`config.mk`:
```
export PLATFORM = sky130hd
export DESIGN_NAME = lbx_executor
export DESIGN_NICKNAME = d
export VERILOG_FILES = /design/src/hw/lbx_pkg.sv /design/src/hw/lbx_cond_stack.sv /design/src/hw/lbx_executor.sv
export VERILOG_INCLUDE_DIRS = /design/src /design/src/hw
export SDC_FILE = /design/constraint.sdc
export NUM_CORES = 1
export LEC_CHECK = 0
export BUFFER_PORTS_ARGS = -buffer_cell sky130_fd_sc_hd__buf_2
export CAP_MARGIN = 20
export CORE_MARGIN = 3
export CORE_UTILIZATION = 25
export CTS_BUF_LIST = sky130_fd_sc_hd__clkbuf_8
export DETAILED_ROUTE_END_ITERATION = 6
export PLACE_DENSITY_LB_ADDON = 0.15
export SYNTH_ARGS = -nofsm -noshare
export SYNTH_HDL_FRONTEND = slang
export SYNTH_HIERARCHICAL = 1
export SYNTH_SLANG_ARGS = --single-unit
export TNS_END_PERCENT = 30
```
`constraint.sdc`:
```
create_clock -name clk -period 3.5 [get_ports clk]
set_input_delay 0.175 -clock clk [delete_from_list [all_inputs] [get_ports clk]]
set_output_delay 0.175 -clock clk [all_outputs]
set_load 0.1 [all_outputs]
```
`src/hw/lbx_map.svh`:
```
// Constants of the ladder bit logic executor: opcodes, flag bits, sizes
`ifndef LBX_MAP_SVH
`define LBX_MAP_SVH
`define LBX_PADDR_W      10
`define LBX_IWORD_W      16
`define LBX_BIT_ADDR_W   12
`define LBX_STACK_DEPTH  8
`define LBX_STACK_PTR_W  4
`define LBX_OP_SHIFT     12
`define LBX_OP_END       8'h01
`define LBX_FLAG_BASE    12'h0C0
`define LBX_FLAG_FAULT   4'hB
`define LBX_FLAG_CARRY   4'hC
`define LBX_FLAG_BELOW   4'hD
`define LBX_FLAG_MATCH   4'hE
`define LBX_FLAG_ABOVE   4'hF
`define LBX_FLAG_WORD    12'h003
`define LBX_DR_WORD      12'h020
`define LBX_DR_LAST      8'h15
`define LBX_PTR_MARK     12'h800
`endif

```
`src/hw/lbx_pkg.sv`:
```
// Types of the ladder bit logic executor
package lbx_pkg;
	typedef enum logic [3:0]
	{
		LBX_OP_NOP,
		LBX_OP_LOAD,
		LBX_OP_LOAD_INV,
		LBX_OP_SERIES,
		LBX_OP_SERIES_INV,
		LBX_OP_PARALLEL,
		LBX_OP_PARALLEL_INV,
		LBX_OP_BLK_SERIES,
		LBX_OP_BLK_PARALLEL,
		LBX_OP_COIL,
		LBX_OP_COIL_INV,
		LBX_OP_FUNC
	} lbx_op_t;
	typedef struct packed
	{
		logic fault;
		logic carry;
		logic below;
		logic match;
		logic above;
	} lbx_flags_t;
	typedef struct packed
	{
		logic        en;
		logic [11:0] addr;
		logic        value;
	} lbx_bit_wr_t;
endpackage

```
`src/hw/lbx_cond_stack.sv`:
```
// Register stack of pending execution conditions
`include "lbx_map.svh"
module lbx_cond_stack
(
	input  wire logic clk,
	input  wire logic rstn,
	input  wire logic clear,
	input  wire logic push,
	input  wire logic push_val,
	input  wire logic pop,
	output logic      top_val,
	output logic      empty,
	output logic      full
);
	logic [`LBX_STACK_DEPTH-1:0] mem_r;
	logic [`LBX_STACK_DEPTH-1:0] mem_nxt;
	logic [`LBX_STACK_PTR_W-1:0] cnt_r;
	logic [`LBX_STACK_PTR_W-1:0] cnt_nxt;
	logic                        top_r;

	assign empty   = (cnt_r == 4'h0);
	assign full    = (cnt_r == 4'h8);
	assign top_val = top_r;

	always_comb
	begin
		mem_nxt = mem_r;
		cnt_nxt = cnt_r;
		if (clear)
			cnt_nxt = 4'h0;
		else if (push && !full)
		begin
			mem_nxt = {mem_r[`LBX_STACK_DEPTH-2:0], push_val};
			cnt_nxt = cnt_r + 4'h1;
		end
		else if (pop && !empty)
		begin
			mem_nxt = {1'b0, mem_r[`LBX_STACK_DEPTH-1:1]};
			cnt_nxt = cnt_r - 4'h1;
		end
	end

	always_ff @(posedge clk or negedge rstn)
	begin
		if (!rstn)
		begin
			mem_r <= 8'h00;
			cnt_r <= 4'h0;
			top_r <= 1'b0;
		end
		else
		begin
			mem_r <= mem_nxt;
			cnt_r <= cnt_nxt;
			top_r <= mem_nxt[0];
		end
	end
endmodule

```
`src/hw/lbx_executor.sv`:
```
// Ladder bit logic executor: decodes condition, block and coil instructions
// Function
// - Five status flags at bits 0311..0315
// - Set fault flag on execution or operand error
// - Skip instruction while fault flag set
// - Pointer operand fetches address from retained word
// - First word opcode; operands follow in order
// - Constants interpreted in instruction's number format
// - No run without terminator at last address
// - Load starts condition, inverted load inverts
// - Series contact ANDs operand bit
// - Parallel contact ORs operand bit
// - Block joins combine with last unused condition
// - Multi-input lines coded as load blocks first
// - Coil writes condition to its bit
// - Inverted coil writes inverse condition
// - Bit instructions change only the fault flag, on error
// - Function instructions use two-digit decimal code
`include "lbx_map.svh"
module lbx_executor
(
	input  wire logic                     clk,
	input  wire logic                     rstn,
	input  wire logic                     run_mode,
	output logic [`LBX_PADDR_W-1:0]      prog_addr,
	input  wire logic [`LBX_IWORD_W-1:0] prog_word,
	input  wire logic                     last_is_end,
	output logic [`LBX_BIT_ADDR_W-1:0]   bit_rd_addr,
	input  wire logic                     bit_rd_val,
	output logic [`LBX_BIT_ADDR_W-1:0]   word_rd_addr,
	input  wire logic [15:0]              word_rd_val,
	output lbx_pkg::lbx_bit_wr_t          bit_wr,
	output lbx_pkg::lbx_flags_t           flags,
	output logic                          running,
	output logic                          scan_done
);
	typedef enum logic [2:0] {S_IDLE, S_FETCH, S_PTR, S_BIT, S_EXEC} lbx_state_t;

	lbx_state_t                  state_r, state_nxt;
	logic [`LBX_PADDR_W-1:0]     pc_r, pc_nxt;
	logic [`LBX_IWORD_W-1:0]     ir_r, ir_nxt;
	logic [`LBX_BIT_ADDR_W-1:0]  baddr_r, baddr_nxt;
	logic                        cond_r, cond_nxt;
	lbx_pkg::lbx_flags_t         flags_r, flags_nxt;
	lbx_pkg::lbx_bit_wr_t        wr_r, wr_nxt;
	logic                        done_r, done_nxt;
	logic                        st_clear, st_push, st_pop, st_top, st_empty, st_full;
	lbx_pkg::lbx_op_t            op;
	logic [15:0]                 flag_word;
	logic                        opnd;
	logic [7:0]                  ptr;
	logic                        ptr_bad;

	lbx_cond_stack u_stack
	(
		.clk      (clk),
		.rstn     (rstn),
		.clear    (st_clear),
		.push     (st_push),
		.push_val (cond_r),
		.pop      (st_pop),
		.top_val  (st_top),
		.empty    (st_empty),
		.full     (st_full)
	);

	// Word layout: [15:12] opcode, [11:0] bit operand or function code in BCD
	assign op    = lbx_pkg::lbx_op_t'(ir_r[15:12]);
	assign ptr   = word_rd_val[7:0];
	// Pointer must be two BCD digits no higher than 15, upper digits zero
	assign ptr_bad = (word_rd_val[15:8] != 8'h00) || (ptr[3:0] > 4'h9) || (ptr > `LBX_DR_LAST);

	assign prog_addr    = pc_r;
	assign bit_rd_addr  = baddr_r;
	assign word_rd_addr = `LBX_DR_WORD + {4'h0, ir_r[7:0]};
	assign bit_wr       = wr_r;
	assign flags        = flags_r;
	assign running      = (state_r != S_IDLE);
	assign scan_done    = done_r;
	// Flag bits 11..15 of the flag word read back as contacts; the memory copy there is ignored
	assign flag_word = {flags_r.above, flags_r.match, flags_r.below, flags_r.carry, flags_r.fault, 11'h000};
	assign opnd      = ({4'h0, baddr_r[11:4]} == `LBX_FLAG_WORD && baddr_r[3:0] >= `LBX_FLAG_FAULT) ?
	                   flag_word[baddr_r[3:0]] : bit_rd_val;

	always_comb
	begin
		state_nxt = state_r;
		pc_nxt    = pc_r;
		ir_nxt    = ir_r;
		baddr_nxt = baddr_r;
		cond_nxt  = cond_r;
		flags_nxt = flags_r;
		wr_nxt    = '0;
		done_nxt  = 1'b0;
		st_clear  = 1'b0;
		st_push   = 1'b0;
		st_pop    = 1'b0;
		case (state_r)
			S_IDLE:
			begin
				// A program without terminator never starts
				if (run_mode && last_is_end)
				begin
					state_nxt = S_FETCH;
					pc_nxt    = '0;
					st_clear  = 1'b1;
				end
			end
			S_FETCH:
			begin
				ir_nxt = prog_word;
				if (prog_word[15:12] == 4'hB && prog_word[7:0] == `LBX_OP_END)
				begin
					// Terminator: restart scan at zero
					done_nxt  = 1'b1;
					pc_nxt    = '0;
					st_clear  = 1'b1;
					flags_nxt.fault = 1'b0;
					if (!run_mode)
						state_nxt = S_IDLE;
				end
				else if (prog_word[11] && prog_word[15:12] != 4'hB)
					state_nxt = S_PTR;
				else
				begin
					baddr_nxt = prog_word[11:0];
					state_nxt = S_BIT;
				end
			end
			S_PTR:
			begin
				// Pointer word read: its BCD value selects the real retained word
				if (ptr_bad)
				begin
					flags_nxt.fault = 1'b1;
					pc_nxt    = pc_r + 10'h001;
					state_nxt = S_FETCH;
				end
				else
				begin
					baddr_nxt = `LBX_DR_WORD * 12'h010 + {4'h0, ptr[7:4], 4'h0} * 12'h00A
					            + {4'h0, ptr[3:0], 4'h0} + {8'h00, ir_r[11:8] & 4'h7};
					state_nxt = S_BIT;
				end
			end
			S_BIT:
				state_nxt = S_EXEC;
			S_EXEC:
			begin
				pc_nxt    = pc_r + 10'h001;
				state_nxt = S_FETCH;
				// A pending fault blocks execution of the instruction
				if (!flags_r.fault)
				begin
					// Flags are written only by fault detection
					case (op)
						lbx_pkg::LBX_OP_LOAD,
						lbx_pkg::LBX_OP_LOAD_INV:
						begin
							if (st_full)
								flags_nxt.fault = 1'b1;
							st_push  = 1'b1;
							cond_nxt = opnd ^ (op == lbx_pkg::LBX_OP_LOAD_INV);
						end
						lbx_pkg::LBX_OP_SERIES:       cond_nxt = cond_r & opnd;
						lbx_pkg::LBX_OP_SERIES_INV:   cond_nxt = cond_r & ~opnd;
						lbx_pkg::LBX_OP_PARALLEL:     cond_nxt = cond_r | opnd;
						lbx_pkg::LBX_OP_PARALLEL_INV: cond_nxt = cond_r | ~opnd;
						lbx_pkg::LBX_OP_BLK_SERIES,
						lbx_pkg::LBX_OP_BLK_PARALLEL:
						begin
							// A join with nothing pending is an operand error
							if (st_empty)
								flags_nxt.fault = 1'b1;
							else
							begin
								st_pop   = 1'b1;
								cond_nxt = (op == lbx_pkg::LBX_OP_BLK_SERIES) ?
								           (cond_r & st_top) : (cond_r | st_top);
							end
						end
						lbx_pkg::LBX_OP_COIL,
						lbx_pkg::LBX_OP_COIL_INV:
						begin
							wr_nxt.en    = 1'b1;
							wr_nxt.addr  = baddr_r;
							wr_nxt.value = cond_r ^ (op == lbx_pkg::LBX_OP_COIL_INV);
						end
						lbx_pkg::LBX_OP_NOP:
							cond_nxt = cond_r;
						default:
							flags_nxt.fault = 1'b1;
					endcase
				end
			end
			default:
				state_nxt = S_IDLE;
		endcase
	end

	always_ff @(posedge clk or negedge rstn)
	begin
		if (!rstn)
		begin
			state_r <= S_IDLE;
			pc_r    <= '0;
			ir_r    <= 16'h0000;
			baddr_r <= 12'h000;
			cond_r  <= 1'b0;
			flags_r <= '0;
			wr_r    <= '0;
			done_r  <= 1'b0;
		end
		else
		begin
			state_r <= state_nxt;
			pc_r    <= pc_nxt;
			ir_r    <= ir_nxt;
			baddr_r <= baddr_nxt;
			cond_r  <= cond_nxt;
			flags_r <= flags_nxt;
			wr_r    <= wr_nxt;
			done_r  <= done_nxt;
		end
	end
endmodule

```
==> results.txt, run 1 <==
Status - complete, no violations
Area contributors post-synth - dfrtp_1 45%, nand2_1 5.9%, mux2i_1 5.7%
WP data arrival - 3.56 ns
Final Setup Violations - 0
CP Max Fanout - 11
Post-place setup slack - 0.0812 ns
Min-delay worst type - in2reg
Post-CTS Setup Bufs - 0
Most common cell on crit path - a211oi_1
Setup slack, reg-to-reg - 0.20 ns
IO buf count - 84
DRT antenna net count - 0
Clk slew on worst S/H paths - 0.09 ns
Synthesized area - 3870 um2
CP required - 3.76 ns
Routed vias - 3,109
Largest net degree at the start of global routing - 41
Fin crit share - 94.3%
Most frequent cells in the layout - 84 x buf_2, 68 x dfrtp_1, 61 x nand2_1
Worst path max stage delay - 0.75 ns
Sequential area share after synthesis - 44.6%
Worst-Margin Slew - 0.743 ns
PwrDens - 929 nW/um2
Final HPWL DP - 7.56 mm
DR iter-0 viols - 216
Critical-path cell list - or4b_2 -> o21bai_1 -> nor3_2 -> inv_1 -> a21o_2 -> ha_1 -> a21oi_2 -> a211oi_1 -> a31o_2 -> a211oi_1
Clock Skew - 0.0129 ns
Slowest CP cell - or4b_2
Clock Power Share - 14.2%
Syn Inst Count - 400
Net Sw Frac - 58.0%
Max-cap viol count - 0
Worst hold margin - 0.0328 ns
Min Tclk post-route - 3.30 ns
Share of the synthesized area in the top cell type - 44.6%
Multi-input logic area - 1940 um2
Inserted Clock Buffers - 9
Synth Register Bits - 69
# H-tree levels - 3
First-pass GRT wire length - 16.5 mm
Share of layout cells above drive strength 1 - 26.7%
Core ar. - 14,900 um2
Critical path launch point type - flip-flop
DP Area - 4440 um2
CTS Buffer Depth - 2
IO Count - 92
Synth unique cells - 61
Yosys warns - 6
Die width - 130 um
Peak VDD IR - 0.852 mV
Die area - 17,000 um2
Area leader, netlist - dfrtp_1
Routed wire per std cell - 15.3 um
Fillers - 1,598
Final-stage net count - 533
Top_reg_cell synth - dfrtp_1
Mean Syn Cell Area - 9.68 um2
CTS tree - yes
Via/cell ratio - 4.63
Post-Route WL - 10.3 mm
Async set or reset register ratio after synthesis - 100%
Combinational share of power - 55.2%
Fmax achieved - 0.303 GHz
Most common cell after layout, fill and taps aside - buf_2
Vias in the first global route - 3,036
All-Layer GR Usage - 12.6%
Register area - 1730 um2
Layout overhead on the synthesized area - 20.1%
Cell Int Power - 1810 uW
DRT Pass-1 Iters - 4
Sink Count - 69
Initial antenna violation count - 0
Row count - 44
Pleak - 0.00226 uW
Post-synth EDFFs - 0
Grt total ovfl - 0
Ant. Diodes - 0
Worst-Skew Late Latency - 0.36 ns
Flop pwr share - 30.5%
Final Slew Violations - 0
Root Buffer - clkbuf_8
Die Ht - 130 um
Rel. slew slack - 50.5%
Final worst setup slack - 0.201 ns
Final RePlAce weighted congestion - 0.812
Total negative slack - 0 ns
Initial Util - 26.1%
Net Sw Power - 2510 uW
Crit path capture type - flip-flop
Post-layout instance area - 4650 um2
Drt drc - 0
Final hold viol count - 0
Critical path class - reg2reg
-- synth_stat cells (3+ instances only) --
| master | instances |
|---|---|
| and2_1 | 13 |
| o21bai_1 | 3 |
| fa_1 | 3 |
| nor4_1 | 4 |
| mux2i_1 | 22 |
| nand2b_1 | 6 |
| buf_6 | 4 |
| a21oi_1 | 15 |
| nand3_1 | 7 |
| or3_1 | 3 |
| a211oi_1 | 6 |
| clkbuf_1 | 10 |
| dfrtp_1 | 69 |
| nor3_1 | 15 |
| a21o_1 | 4 |
| nor2b_1 | 4 |
| buf_4 | 13 |
| o21ai_0 | 18 |
| xor2_1 | 4 |
| xnor2_1 | 15 |
| inv_1 | 14 |
| nor2_1 | 27 |
| nand2_1 | 61 |
| ha_1 | 11 |
-- power groups by stage --
stage / Sequential [uW] / Combinational [uW] / Clock, uW
after floorplan: 1890 / 1410 / 0
after global placement: 1320 / 2390 / 0
after CTS: 1320 / 2400 / 651
final: 1320 / 2390 / 615
after detailed placement: 1330 / 2390 / 0
after global routing: 1360 / 2540 / 689
-- critical path: cells and delay by family, from the launching register on --
family	cells	cell delay, ns
AO/OA/AOI/OAI	6	1.32
AND/OR/NAND/NOR	2	0.94
flip-flops	1	0.47
adder cells (fa/ha/maj)	1	0.36
buffers and inverters	1	0.10
-- worst paths after layout --
kind,startpoint,end,depth (start not counted)
worst min register to register,ir_r[10],ir_r[10],2
worst min-delay path,prog_word[12],ir_r[12],3
worst max register to register,state_r[1],u_stack/cnt_r[3],10
min in group asynchronous,rstn,ir_r[6],2
max in group asynchronous,rstn,cond_r,3
worst max-delay path,state_r[1],u_stack/cnt_r[3],10
-- per-layer routing --
metal	wire length [um]	GRT usage [%]
met3	495	3.70
met4	106	3.81
met5	0	0
met1	5140	17.8
met2	4560	18.6
-- logic make-up after synthesis --
family,share of synthesized area [%]
other,0.0968
and+or+nand+nor,21.6
muxes,5.98
DFF,44.6
AOI/OAI and AO/OA,12.0
buffers and inverters,6.40
xor gates and xnor gates,4.30
adders and majority gates,5.10
-- sequential cells by signal (all words and copies together), names as in the netlist --
name / cells
flags: 1
bit_wr: 14
cond_r: 1
u_stack/cnt_r: 4
state_r: 3
ir_r: 15
bit_rd_addr: 12
scan_done: 1
prog_addr: 10
u_stack/mem_r: 8
-- area by class of cell --
type / instances / share of cell area (%)
Inverter: 15 / 1.24
Clock buffer: 9 / 2.66
Sequential cell: 69 / 37.2
Multi-Input combinational cell: 293 / 41.7
Tap cell: 184 / 4.95
Clock inverter: 7 / 1.24
Timing Repair Buffer: 94 / 11.0
-- what timing repair did --
item,4_1_cts,5_1_grt
endpoints found under the setup margin,0,1
gates resized for setup,0,2
hold endpoints to repair,30,0
hold buffers,2,0
-- metrics by stage --
stage | cells | power (uW) | utilization, %
after floorplan | 406 | 3300 | -
after global placement | 653 | 3710 | 29.9
after detailed placement | 653 | 3720 | 29.9
after CTS | 671 | 4370 | 31.2
after global routing | 671 | 4600 | 31.3
final | 671 | 4320 | 31.3
(Power assumes the default switching activity.)
==> run 2: changes to the inputs <==
ABC_AREA = 1   (was unset)
==> run 2 against run 1 <==
  * Setup slack better by 0.54 ns
  * Via count rose by 9.3%
  * Final cell count rose by 23%
  * First-iteration DRC count fell by 24%
  * Cell area increased by 2.4%
  * Utilization decreased by 0.40 points
  * Clock power is 13% higher
  * Sequential cell count did not move
  * Global-route usage is 0.80 points lower
  * Clock skew about the same
  * Combinational power increased by 2%
  * Sequential power decreased by 7%
==> results.txt, run 2 <==
Setup slack, reg-to-reg - 0.74 ns
Total negative slack - 0 ns
Die Ht - 132 um
Combinational share of power - 55.8%
Sink Count - 69
Row count - 45
Synthesized area - 3990 um2
Final HPWL DP - 7.84 mm
Final hold viol count - 0
Routed vias - 3,399
Mean Syn Cell Area - 7.60 um2
Rel. slew slack - 39.0%
Xor/xnor share of the synthesized area - 2.85%
Flop pwr share - 28.2%
WP data arrival - 3.02 ns
Post-layout instance area - 4760 um2
Reg-to-Reg Start - state_r[1]
Worst min-delay path startpoint - run_mode
Top_reg_cell synth - dfrtp_1
Critical-path cell list - nor2_1 -> inv_1 -> nor2_1 -> nand2_1 -> nor3_1 -> nand2_4 -> ha_1 -> nand2_1 -> nand2_1 -> a21oi_1 -> nand3_1 -> nand3_1 -> nand2_1
Grt total ovfl - 0
Share of layout cells above drive strength 1 - 19.6%
DP Area - 4550 um2
Via/cell ratio - 4.14
Utilization after layout - 30.9%
DR iter-0 viols - 164
Routed wire per std cell - 12.4 um
CTS Buffer Depth - 2
Ant. Diodes - 0
Worst reg2reg endpoint - u_stack/cnt_r[3]
Top reg by flops - ir_r
# H-tree levels - 3
Hold path depth - 3
Most frequent cells after synthesis - 143 x nand2_1, 69 x dfrtp_1, 67 x inv_1
CP Max Fanout - 19
Drt drc - 0
Initial Util - 25.9%
All-Layer GR Usage - 11.8%
Inserted Clock Buffers - 9
Fillers - 1,708
Most common cell on crit path - nand2_1
Worst-Margin Slew - 0.915 ns
Simple-Gate Fraction of Synth Area - 27.4%
Cell Int Power - 1860 uW
Fin crit share - 78.8%
Yosys warns - 6
Final RePlAce weighted congestion - 0.828
Final-stage net count - 657
Clock Skew - 0.0126 ns
CP required - 3.76 ns
Initial antenna violation count - 0
Net Sw Power - 2500 uW
Count leader, synth - nand2_1
Worst-Skew Late Latency - 0.38 ns
Net Sw Frac - 57.3%
Synth Area in Compound Gates - 10.7%
Area contributors post-synth - dfrtp_1 43%, nand2_1 13%, inv_1 6.3%
IO Count - 92
Worst Hold Path EP - state_r[0]
Most common cell after layout, fill and taps aside - nand2_1
Synth Register Bits - 69
Synth unique cells - 36
Min-delay worst type - in2reg
Share of the synthesized area in the top cell type - 43.2%
First-pass GRT wire length - 16.6 mm
Die area - 17,500 um2
Async set or reset register ratio after synthesis - 100%
Sequential area share after synthesis - 43.2%
Peak VDD IR - 0.897 mV
Crit path capture type - flip-flop
Largest net degree at the start of global routing - 39
Layout overhead on the synthesized area - 19.3%
Total power - 4360 uW
Max-cap viol count - 0
DRT Pass-1 Iters - 4
Slowest CP cell - nor3_1
Die width - 132 um
R2R cell count - 13
CP delay by family, top - simple AND/OR/NAND/NOR gates
Fmax achieved - 0.363 GHz
Critical path launch point type - flip-flop
PwrDens - 916 nW/um2
Core ar. - 15,400 um2
Syn Inst Count - 525
Status - complete, no violations
Final Setup Violations - 0
Vias in the first global route - 3,248
Synth Area in Adders - 4.95%
Post-place setup slack - 0.727 ns
Root Buffer - clkbuf_8
Clk slew on worst S/H paths - 0.08 ns
Final Slew Violations - 0
CTS tree - yes
Pleak - 0.00248 uW
Post-synth EDFFs - 0
Critical path class - reg2reg
Most frequent cells in the layout - 143 x nand2_1, 84 x buf_2, 69 x dfrtp_1
Post-Route WL - 10.2 mm
IO buf count - 84
DRT antenna net count - 0
Post-synthesis mux area share - 0%
RSZ-0062 raised after global routing - false
Largest family of logic cells by synthesized area - simple AND/OR/NAND/NOR gates
Number of flip-flops under the largest register name - 15
Min Tclk post-route - 2.76 ns
Area leader, netlist - dfrtp_1
Buf/Inv on CP - 1
Final worst setup slack - 0.742 ns
Worst path max stage delay - 0.48 ns
Clock Power Share - 15.9%
Post-CTS Setup Bufs - 0
-- run 2: changes by cell type after synthesis, sizes merged, moves of 14 or more --
| cell | delta |
|---|---|
| o21ai | +43 |
| nand3 | +15 |
| nand2 | +86 |
| inv | +56 |
| nor2 | +36 |
| and2 | -14 |
| mux2i | -22 |
-- run 2: cell type report --
cell class | instances | area, um2 | area share, %
inverters | 70 | 263 | 5.51
clock inverters | 6 | 68.8 | 1.44
multi-input cells | 369 | 1860 | 39.0
repair buffers | 87 | 445 | 9.35
well taps | 211 | 264 | 5.54
clock buffers | 10 | 138 | 2.89
flip-flops and latches | 69 | 1730 | 36.2
-- run 2: per-layer routing --
layer	share of wire, %	GRT usage, %	vias to the layer above
met5	0	0	-
met4	1.4	3.64	0
met3	4.9	3.66	7
met2	42	16.8	67
met1	52	17.0	1525
li1	-	-	1800
-- run 2: worst max path at each step --
| stage | from | depth (start not counted) | endpoint | slack (ns) |
|---|---|---|---|---|
| 5_1_grt | state_r[1] | 13 | u_stack/cnt_r[3] | 0.38 |
| 4_1_cts | state_r[1] | 13 | u_stack/cnt_r[3] | 0.72 |
| 3_5_place_dp | state_r[1] | 13 | u_stack/cnt_r[3] | 0.73 |
| 2_1_floorplan | flags[4] | 12 | u_stack/cnt_r[3] | 0.88 |
| 6_report | state_r[1] | 13 | u_stack/cnt_r[3] | 0.74 |
| 3_3_place_gp | state_r[0] | 13 | u_stack/cnt_r[3] | 0.91 |
-- run 2: kinds of logic (layout without fill, tap and decap cells) --
logic type               Yosys count  after routing
XOR/XNOR                          13             13
buffers and inverters             93            173
flip-flops                        69             69
AND/OR/NAND/NOR                  257            257
other                              1              7
adder cells (fa/ha/maj)           14             14
AO/OA/AOI/OAI                     78             78
-- run 2: per-stage QoR --
| stage | hold WS [ns] | cells |
|---|---|---|
| 2_1_floorplan | -0.121 | 531 |
| 3_3_place_gp | 0.373 | 805 |
| 3_5_place_dp | 0.369 | 805 |
| 4_1_cts | 0.0104 | 822 |
| 5_1_grt | 0.0317 | 822 |
| 6_report | 0.0250 | 822 |
-- run 2: power by group through the flow --
stage                     clock, uW  combinational, uW  sequential [uW]
after detailed placement          0               2450             1250
after global routing            759               2640             1270
final                           695               2440             1230
after CTS                       726               2460             1240
after floorplan                   0               1510             1790
after global placement            0               2440             1250
-- run 2: what timing repair did --
item / in CTS / in global routing
hold endpoints to repair: 37 / 0
hold buffers: 1 / 0
gates resized for setup: 0 / 0
-- run 2: tightest hold or removal path, stage by stage --
cell	delay, ns
buf_2	0.09
nand2_1	0.05
o21ai_0	0.06
==> run 3: changes to the inputs <==
clock period = 2.5 ns   (was 3.5 ns; I/O delays follow)
==> run 3 against run 2 <==
  * Register-to-register slack got worse by 0.52 ns
  * Largest power group unchanged
  * Clock-buffer cell count did not move
  * Highest routed layer unchanged
  * Critical path depth rose by 1
  * Critical endpoint unchanged
==> results.txt, run 3 (synthesis results as in run 2) <==
PwrDens - 1270 nW/um2
Top reg by flops - ir_r
Final Setup Violations - 0
Total negative slack - 0 ns
All-Layer GR Usage - 12.2%
Worst min-delay path startpoint - prog_word[8]
Worst-Skew Late Latency - 0.35 ns
Most common cell after layout, fill and taps aside - nand2_1
Register area - 1730 um2
Worst reg2reg endpoint - u_stack/cnt_r[3]
Initial antenna violation count - 0
Slowest CP cell - dfrtp_1
Drt drc - 0
Final worst setup slack - 0.226 ns
CP Max Fanout - 4
Largest net degree at the start of global routing - 29
Status - complete, no violations
Reg-to-Reg Start - state_r[1]
Hold path depth - 3
Post-Route WL - 10.4 mm
Post-CTS Setup Bufs - 0
Grt total ovfl - 0
RSZ-0062 raised after global routing - false
Min Tclk post-route - 2.27 ns
Core ar. - 15,400 um2
Die width - 132 um
Fmax achieved - 0.440 GHz
Multi-input logic area - 1860 um2
Most frequent cells in the layout - 143 x nand2_1, 84 x buf_2, 68 x inv_1, 68 x dfrtp_1, 61 x nor2_1
Via/cell ratio - 4.21
DRT Pass-1 Iters - 4
Ant. Diodes - 0
Share of layout cells above drive strength 1 - 21.0%
Number of flip-flops under the largest register name - 15
Layout overhead on the synthesized area - 21.4%
Routed vias - 3,496
Final RePlAce weighted congestion - 0.816
IO Count - 92
Critical path launch point type - flip-flop
Root Buffer - clkbuf_8
Fillers - 1,732
IO buf count - 84
Sink Count - 69
Post-place setup slack - 0.160 ns
CP required - 2.73 ns
Critical-path cell list - nor2_2 -> inv_1 -> nor2_2 -> nand2_1 -> nor3_1 -> buf_4 -> nand2_4 -> ha_1 -> nand2_1 -> nand2_1 -> a21oi_1 -> nand3_1 -> nand3_1 -> nand2_1
Buf/Inv on CP - 2
Peak VDD IR - 1.11 mV
Crit path capture type - flip-flop
DR iter-0 viols - 176
R2R cell count - 14
Worst hold margin - 0.0156 ns
WP data arrival - 2.51 ns
Row count - 45
Die Ht - 132 um
Vias in the first global route - 3,504
CTS tree - yes
Worst Hold Path EP - ir_r[8]
CP delay by family, top - simple AND/OR/NAND/NOR gates
Clk slew on worst S/H paths - 0.08 ns
DRT antenna net count - 0
Final HPWL DP - 8.06 mm
Pleak - 0.00252 uW
Critical path class - reg2reg
Most common cell on crit path - nand2_1
Min-delay worst type - in2reg
Final-stage net count - 666
Clock Skew - 0.0145 ns
Initial Util - 25.9%
Inserted Clock Buffers - 9
Setup slack, reg-to-reg - 0.23 ns
First-pass GRT wire length - 17.5 mm
Final Slew Violations - 0
Worst path max stage delay - 0.43 ns
Origin of the worst setup path - state_r[1]
Max-cap viol count - 0
Fin crit share - 91.0%
Final hold viol count - 0
Die area - 17,500 um2
CTS Buffer Depth - 2
Routed wire per std cell - 12.5 um
# H-tree levels - 3
==> run 3: what timing repair did <==
| action | 4_1_cts | 5_1_grt |
|---|---|---|
| hold buffers | 2 | 0 |
| setup endpoints to repair | 0 | 2 |
| resized for setup | 0 | 2 |
| endpoints found under the hold margin | 17 | 0 |
==> run 3: power breakdown <==
group / switching (uW) / internal, uW / total, uW / leakage [uW]
Clock: 471 / 487 / 957 / 0.000100
Sequential: 272 / 1450 / 1720 / 0.000899
Combinational: 2760 / 723 / 3480 / 0.00152
Total: 3500 / 2660 / 6160 / 0.00252
==> run 3: stage by stage <==
step / instances / cell area (um2) / total power (uW) / utilization (%)
4_1_cts: 831 / 4840 / 6240 / 31.4
3_3_place_gp: 813 / 4620 / 5230 / 30.0
3_5_place_dp: 813 / 4620 / 5250 / 30.0
6_report: 831 / 4850 / 6160 / 31.4
5_1_grt: 831 / 4850 / 6610 / 31.4
2_1_floorplan: 531 / 4020 / 4620 / -
==> run 3: per-layer routing <==
layer  vias to the layer above  share of wire [%]  track usage, %
li1                       1818                  -               -
met2                        60                 43            18.4
met4                         0                1.3            3.46
met1                      1610                 52            17.6
met5                         -                  0               0
met3                         8                3.7            2.37
==> run 3: worst max-delay path by stage <==
stage | endpoint | slack [ns] | cells after the start
detailed placement | u_stack/cnt_r[3] | 0.16 | 14
CTS | u_stack/cnt_r[3] | 0.12 | 14
global route | u_stack/cnt_r[3] | 0.01 | 14
finish | u_stack/cnt_r[3] | 0.23 | 14
floorplan | u_stack/cnt_r[3] | 0.05 | 14
global placement | u_stack/cnt_r[3] | 0.24 | 14
==> run 3: final cells by class <==
cell class	instances	share of cell area [%]
repair buffers	96	10.9
clock inverters	6	1.29
inverters	70	5.42
well taps	211	5.45
flip-flops and latches	69	35.6
multi-input cells	369	38.5
clock buffers	10	2.84
==> run 3: worst min-delay path, stage by stage <==
cell and delay (ns):
buf_2 0.10, nand2_1 0.05, o21ai_0 0.06
